==> config.mk <==
export PLATFORM = sky130hd
export DESIGN_NAME = gp4_port
export DESIGN_NICKNAME = d
export VERILOG_FILES = /design/src/logic/gp4_pkg.sv /design/src/logic/gp4_pin_cell.sv /design/src/logic/gp4_port.sv /design/src/logic/gp4_sync.sv
export VERILOG_INCLUDE_DIRS = /design/src /design/src/logic
export SDC_FILE = /design/constraint.sdc
export NUM_CORES = 1
export LEC_CHECK = 0
export BUFFER_PORTS_ARGS = -buffer_cell sky130_fd_sc_hd__clkbuf_2
export CAP_MARGIN = 20
export CORE_MARGIN = 2
export CORE_UTILIZATION = 50
export CTS_CLUSTER_DIAMETER = 150
export CTS_CLUSTER_SIZE = 20
export DETAILED_ROUTE_END_ITERATION = 8
export GPL_ROUTABILITY_DRIVEN = 0
export PLACE_DENSITY_LB_ADDON = 0.05
export SYNTH_ARGS = -nofsm -noshare
export SYNTH_HDL_FRONTEND = slang
export SYNTH_HIERARCHICAL = 1
export SYNTH_SLANG_ARGS = --single-unit
==> constraint.sdc <==
create_clock -name clock -period 5.3 [get_ports clock]
set_input_delay 0.795 -clock clock [delete_from_list [all_inputs] [get_ports clock]]
set_output_delay 0.795 -clock clock [all_outputs]
set_load 0.02 [all_outputs]
==> src/logic/gp4_defines.svh <==
// Register offsets, field positions, reset values and mode codes of the four-pin port
`ifndef GP4_DEFINES_SVH
`define GP4_DEFINES_SVH

// ==========================================================
// Register offsets, byte-wide access
`define GP4_ADDR_W 3
`define GP4_OFF_DIR 3'h0
`define GP4_OFF_DATA 3'h1
`define GP4_OFF_PIN 3'h2
`define GP4_OFF_PULL 3'h3
`define GP4_OFF_ODR 3'h4
`define GP4_OFF_PFC 3'h5
`define GP4_OFF_MODE 3'h6

// ==========================================================
// Field layout and reset values
`define GP4_PIN_CNT 4
`define GP4_PIN_MSB 3
`define GP4_AE_MSB 3
`define GP4_MODE_MSB 2
`define GP4_RST_PORT 4'h0
`define GP4_RST_AE 4'h0
`define GP4_RST_MODE 3'h7
`define GP4_RESERVED_RD 4'h0
`define GP4_BYTE_ZERO 8'h00

// ==========================================================
// Operating modes
`define GP4_MODE_EXT_LO 3'h4
`define GP4_MODE_EXT_HI 3'h6

// ==========================================================
// Address-enable codes at which each pin turns to address output
`define GP4_AE_PIN3_MIN 4'hC
`define GP4_AE_PIN2_MIN 4'hB
`define GP4_AE_PIN1_MIN 4'hA
`define GP4_AE_PIN0_MIN 4'h9

`endif

==> src/logic/gp4_pkg.sv <==
// Types shared by the four-pin port design
package gp4_pkg;
  // ==========================================================
  // Bus access kind, one-hot
  typedef enum logic [2:0] {
    GP4_ACC_IDLE = 3'b001,
    GP4_ACC_WRITE = 3'b010,
    GP4_ACC_READ = 3'b100
  } gp4_acc_type;
endpackage : gp4_pkg

==> src/logic/gp4_pin_cell.sv <==
// Output drive, enable and pull-up control for one port pin
`timescale 1ns/1ps
`default_nettype none
module gp4_pin_cell (
  // Configuration
  input wire logic implemented,
  input wire logic extMode,
  input wire logic addrEnable,
  input wire logic dirBit,
  input wire logic dataBit,
  input wire logic pullBit,
  input wire logic odrBit,
  input wire logic addrBit,
  // Pin side
  output logic pinOut,
  output logic pinOe,
  output logic pullupOn,
  output logic isAddress
);
  // ==========================================================
  // Pin function and drive
  logic useAddr;  // Pin carries an address line
  logic isOutput;  // Pin is a port output
  logic level;  // Level that would be driven

  always_comb begin
    useAddr = implemented && extMode && addrEnable;
    isOutput = implemented && !useAddr && dirBit;
    level = useAddr ? addrBit : dataBit;
    isAddress = useAddr;
    pinOut = level;
    // Open drain only pulls low; address lines always push-pull
    if (useAddr) begin
      pinOe = 1'b1;
    end else if (isOutput && odrBit) begin
      pinOe = !level;
      pinOut = 1'b0;
    end else begin
      pinOe = isOutput;
    end
    // Pull-up only for a pin that serves as an input
    pullupOn = implemented && !useAddr && !dirBit && pullBit;
  end
endmodule : gp4_pin_cell
`default_nettype wire

==> src/logic/gp4_port.sv <==
// Register file and pin control of a four-pin general-purpose port
`include "gp4_defines.svh"
`timescale 1ns/1ps
`default_nettype none
module gp4_port
  import gp4_pkg::*;
#(
  parameter bit SMALL_VARIANT = 1'b0  // Three-pin variant when set
) (
  // Clock and reset
  input wire logic clock,
  input wire logic rst_n,
  // Register port
  input wire logic [`GP4_ADDR_W-1:0] regAddr,
  input wire logic [7:0] regWdata,
  input wire logic regWrite,
  input wire logic regRead,
  output logic [7:0] regRdata,
  // Address lines from the bus controller
  input wire logic [`GP4_PIN_MSB:0] addrHigh,
  // Pins
  input wire logic [`GP4_PIN_MSB:0] pinIn,
  output logic [`GP4_PIN_MSB:0] pinOut,
  output logic [`GP4_PIN_MSB:0] pinOe,
  output logic [`GP4_PIN_MSB:0] pullupOn
);
  // ==========================================================
  // State
  typedef struct packed {
    logic [`GP4_PIN_MSB:0] dir;  // Write-only direction
    logic [`GP4_PIN_MSB:0] data;  // Output latch
    logic [`GP4_PIN_MSB:0] pull;  // Pull-up enables
    logic [`GP4_PIN_MSB:0] odr;  // Open-drain selects
    logic [`GP4_AE_MSB:0] ae;  // Address-output enable select
    logic [`GP4_MODE_MSB:0] mode;  // Operating mode
    logic [7:0] rdata;  // Registered read data
  } gp4_state_type;

  gp4_state_type state_r;
  gp4_state_type state_nxt;

  // ==========================================================
  // Derived signals
  logic [`GP4_PIN_MSB:0] implMask;  // Pins that exist in this variant
  logic [`GP4_PIN_MSB:0] pinSync;  // Synchronised pin levels
  logic [`GP4_PIN_MSB:0] addrEn;  // Per-pin address enable
  logic [`GP4_PIN_MSB:0] pinState;  // Pin-state register view
  logic [`GP4_PIN_MSB:0] isAddr;  // Pins carrying address lines
  logic extMode;  // External-bus mode active
  gp4_acc_type acc;  // Current bus access

  // Small variant has no pin 0 and no address outputs
  assign implMask = SMALL_VARIANT ? 4'hE : 4'hF;

  // ==========================================================
  // Pin synchroniser, pins are asynchronous to the clock
  gp4_sync #(
    .WIDTH(`GP4_PIN_CNT)
  ) u_sync (
    .clock(clock),
    .rst_n(rst_n),
    .asyncIn(pinIn),
    .syncOut(pinSync)
  );

  // ==========================================================
  // Mode and address-enable decode
  always_comb begin
    extMode = !SMALL_VARIANT && (state_r.mode >= `GP4_MODE_EXT_LO)
      && (state_r.mode <= `GP4_MODE_EXT_HI);
    addrEn[3] = state_r.ae >= `GP4_AE_PIN3_MIN;
    addrEn[2] = state_r.ae >= `GP4_AE_PIN2_MIN;
    addrEn[1] = state_r.ae >= `GP4_AE_PIN1_MIN;
    addrEn[0] = state_r.ae >= `GP4_AE_PIN0_MIN;
  end

  // ==========================================================
  // Per-pin drive cells
  genvar gi;
  generate
    for (gi = 0; gi < `GP4_PIN_CNT; gi++) begin : g_pin
      gp4_pin_cell u_cell (
        .implemented(implMask[gi]),
        .extMode(extMode),
        .addrEnable(addrEn[gi]),
        .dirBit(state_r.dir[gi]),
        .dataBit(state_r.data[gi]),
        .pullBit(state_r.pull[gi]),
        .odrBit(state_r.odr[gi]),
        .addrBit(addrHigh[gi]),
        .pinOut(pinOut[gi]),
        .pinOe(pinOe[gi]),
        .pullupOn(pullupOn[gi]),
        .isAddress(isAddr[gi])
      );
    end
  endgenerate

  // Pin-state view: latch for outputs, synchronised level for inputs
  assign pinState = ((state_r.dir & state_r.data) | (~state_r.dir & pinSync))
    & implMask;

  // ==========================================================
  // Access decode
  always_comb begin
    if (regWrite) begin
      acc = GP4_ACC_WRITE;
    end else if (regRead) begin
      acc = GP4_ACC_READ;
    end else begin
      acc = GP4_ACC_IDLE;
    end
  end

  // ==========================================================
  // Next state: writes land at the next edge
  always_comb begin
    state_nxt = state_r;
    state_nxt.rdata = `GP4_BYTE_ZERO;
    case (acc)
      GP4_ACC_WRITE: begin
        // Upper bits and absent pins ignore writes
        case (regAddr)
          `GP4_OFF_DIR: begin
            // Low four bits replace direction; no readback exists
            state_nxt.dir = regWdata[`GP4_PIN_MSB:0] & implMask;
          end
          `GP4_OFF_DATA: begin
            state_nxt.data = regWdata[`GP4_PIN_MSB:0] & implMask;
          end
          `GP4_OFF_PULL: begin
            state_nxt.pull = regWdata[`GP4_PIN_MSB:0] & implMask;
          end
          `GP4_OFF_ODR: begin
            state_nxt.odr = regWdata[`GP4_PIN_MSB:0] & implMask;
          end
          `GP4_OFF_PFC: begin
            state_nxt.ae = regWdata[`GP4_AE_MSB:0];
          end
          `GP4_OFF_MODE: begin
            state_nxt.mode = regWdata[`GP4_MODE_MSB:0];
          end
          default: begin
            // Read-only or unmapped: nothing stored
          end
        endcase
      end
      GP4_ACC_READ: begin
        // Reserved bits and unmapped addresses read zero
        case (regAddr)
          `GP4_OFF_DIR: state_nxt.rdata = `GP4_BYTE_ZERO;  // Write-only
          `GP4_OFF_DATA: state_nxt.rdata = {`GP4_RESERVED_RD, state_r.data};
          `GP4_OFF_PIN: state_nxt.rdata = {`GP4_RESERVED_RD, pinState};
          `GP4_OFF_PULL: state_nxt.rdata = {`GP4_RESERVED_RD, state_r.pull};
          `GP4_OFF_ODR: state_nxt.rdata = {`GP4_RESERVED_RD, state_r.odr};
          `GP4_OFF_PFC: state_nxt.rdata = {`GP4_RESERVED_RD, state_r.ae};
          `GP4_OFF_MODE: state_nxt.rdata = {5'h00, state_r.mode};
          default: state_nxt.rdata = `GP4_BYTE_ZERO;
        endcase
      end
      GP4_ACC_IDLE: begin
        // Read data stand for one cycle only
      end
      default: begin
      end
    endcase
  end

  // ==========================================================
  // Registers, synchronous reset
  always_ff @(posedge clock) begin
    if (!rst_n) begin
      state_r.dir <= `GP4_RST_PORT;
      state_r.data <= `GP4_RST_PORT;
      state_r.pull <= `GP4_RST_PORT;
      state_r.odr <= `GP4_RST_PORT;
      state_r.ae <= `GP4_RST_AE;
      state_r.mode <= `GP4_RST_MODE;
      state_r.rdata <= `GP4_BYTE_ZERO;
    end else begin
      state_r <= state_nxt;
    end
  end

  // Read data from the register, one cycle after the strobe
  assign regRdata = state_r.rdata;
endmodule : gp4_port
`default_nettype wire

==> src/logic/gp4_sync.sv <==
// Two-flop synchroniser for the pin levels
`timescale 1ns/1ps
`default_nettype none
module gp4_sync #(
  parameter int WIDTH = 4
) (
  // Clock and reset
  input wire logic clock,
  input wire logic rst_n,
  // Data
  input wire logic [WIDTH-1:0] asyncIn,
  output logic [WIDTH-1:0] syncOut
);
  // ==========================================================
  // State
  typedef struct packed {
    logic [WIDTH-1:0] meta;  // First stage, read only by the second
    logic [WIDTH-1:0] stable;  // Second stage
  } gp4_sync_state_type;

  gp4_sync_state_type state_r;
  gp4_sync_state_type state_nxt;

  // Next state
  always_comb begin
    state_nxt = state_r;
    state_nxt.meta = asyncIn;
    state_nxt.stable = state_r.meta;
  end

  // Registers, synchronous reset
  always_ff @(posedge clock) begin
    if (!rst_n) begin
      state_r <= '0;
    end else begin
      state_r <= state_nxt;
    end
  end

  assign syncOut = state_r.stable;
endmodule : gp4_sync
`default_nettype wire

==> results by group <==
Timing
  • Final setup margin: between 2 and 2.5 ns
  • Final setup vio count: 0
  • RSZ-0062 raised after global routing: no
  • Fin crit share: approximately 56%
  • Final hold viol count: 0
  • Final Hold Slack: roughly 0.43 ns
  • Minimum clock period: around 3.0 ns
  • Fmax: 0.338 GHz
  • Max-Slew Margin vs Limit: around two fifths
  • Skew final: a little over 0.003 ns
  • Slew Limit Fails: 0
  • Least-Margin Pin Slew: roughly 0.87 ns
  • TNS Setup: 0 ns

Clock tree
  • Clock root cell: clkbuf_8
  • Max Root-Sink Buffers: 2
  • Worst-path clk slew: roughly 0.060 ns
  • Hold bufs inserted after CTS: 0
  • Post-cts resize count: 0
  • Post-CTS Setup Repair Bufs: 0
  • CTS Buf Count: 5
  • Worst skew pair latency: 0.28 ns
  • Clock sink total: 35
  • H-tree depth: 2
  • CTS tree: built

Floorplan
  • FP Rows: 22
  • Width of the die: about 66 um
  • Initial core utilization: about half
  • Die Area: between 4000 and 5000 um^2
  • Die Y: around 66 um
  • Core outline area: about 3700 um^2
  • IO Pins: 43

Detailed routing
  • Detailed Routing Iterations Pass 1: 4
  • Vias per cell: 5.18
  • Drt drc: 0
  • Detail Route Antenna Nets: 0
  • Via count: 1486
  • Routed length per instance: ~14 um
  • Iter 0 DRT Violations: 56
  • WL final: just over 4000 um

Layout
  • Commonest non-fill, non-tap cell in the layout: dfxtp_1
  • Share of post-route cells with drive strength above 1: between 20% and 30%
  • Fin util: around 60%
  • Area grow syn2layout: 14.8%
  • Nets: 261
  • Design area: 2180 um^2
  • Fin cells: approximately 290
  • # diodes: 0
  • Most frequent cells in the layout: 35 x dfxtp_1, 34 x clkbuf_2, 26 x nor2b_1, 25 x mux2i_1, 20 x conb_1

Global routing
  • Initial antenna violation count: 0
  • First-pass GRT wire length: about 6700 um
  • All-Layer GR Usage: between 20% and 30%
  • Gr ovfl total: 0
  • Largest net degree at the start of global routing: 33
  • Vias in the first global route: roughly 1300

Worst setup path
  • CP Capture Type: output pin
  • Startpoint Class: flip-flop
  • Reg2reg setup slack: just over 4 ns
  • Worst-path fanout max: 7
  • Critical Path AT: around 2.2 ns
  • Req. time, crit path: between 4 and 5 ns
  • CP Class: reg2out

Outcome
  • Outcome: finished clean

Synthesis
  • Synth warn: 6
  • Netlist Area Pre-Place: between 1500 and 2000 um^2
  • Average size of a mapped cell: 9.76 um^2
  • Syn Inst Count: approximately 200

Placement
  • Cells after DPL: between 200 and 300
  • Hpwl dp: approximately 3000 um
  • Placed Area: roughly 2100 um^2
  • Post-Place Worst Slack: roughly 2.6 ns
  • PortBufs: 34

Pwr
  • Tot Pwr: about 540 uW
  • Peak supply drop: ~200 uV
  • PwrDens: approximately 250 nW/um^2
  • P_leak: between 0.9 and 1 nW

Hold path
  • HP Class: reg2reg

Run
  • Max Cap Viol: 0
==> critical path, cell delays in order, from the launching register on <==
cell and delay (ns):
dfxtp_1 0.35, a21boi_0 0.71, buf_4 0.28, a22oi_1 0.08, a211o_1 0.31, clkbuf_2 0.16
==> area by class of cell <==
cell class                 instances  area, um^2
inverter                           1        3.75
timing repair buffer              35         178
tap                               48        60.1
fill                             319        1480
sequential                        35         701
clock buffer                       8         100
multi-input combinational        160        1140
==> path summary, 6_finish.rpt <==
check                                    endpoint           startpoint  depth (start not counted)
worst max-delay path                    pinOut[3]          state_r[10]                          5
worst min register to register  u_sync/syncOut[2]  u_sync/state_nxt[2]                          1
worst min-delay path            u_sync/syncOut[2]  u_sync/state_nxt[2]                          1
worst max register to register        regRdata[2]          state_r[29]                          4
==> flip-flops by register name, summed over array words and instances (netlist names) <==
register	count
u_sync/syncOut	4
u_sync/state_nxt	4
state_r	23
regRdata	4
==> where the power goes <==
part | switching (mW) | total, mW | internal, mW
Combinational | 0.0336 | 0.0582 | 0.0247
Clock | 0.0889 | 0.207 | 0.118
Sequential | 0.00506 | 0.275 | 0.270
==> layer usage <==
metal | wire [um] | GRT usage [%] | share of wire [%]
met3 | 191 | 5.14 | 4.7
met2 | 1880 | 32.2 | 46
met1 | 1990 | 28.4 | 49
met4 | 36 | 5.47 | 0.88
met5 | 0 | 0 | 0
Note: power is estimated with default switching activity, not from simulation.
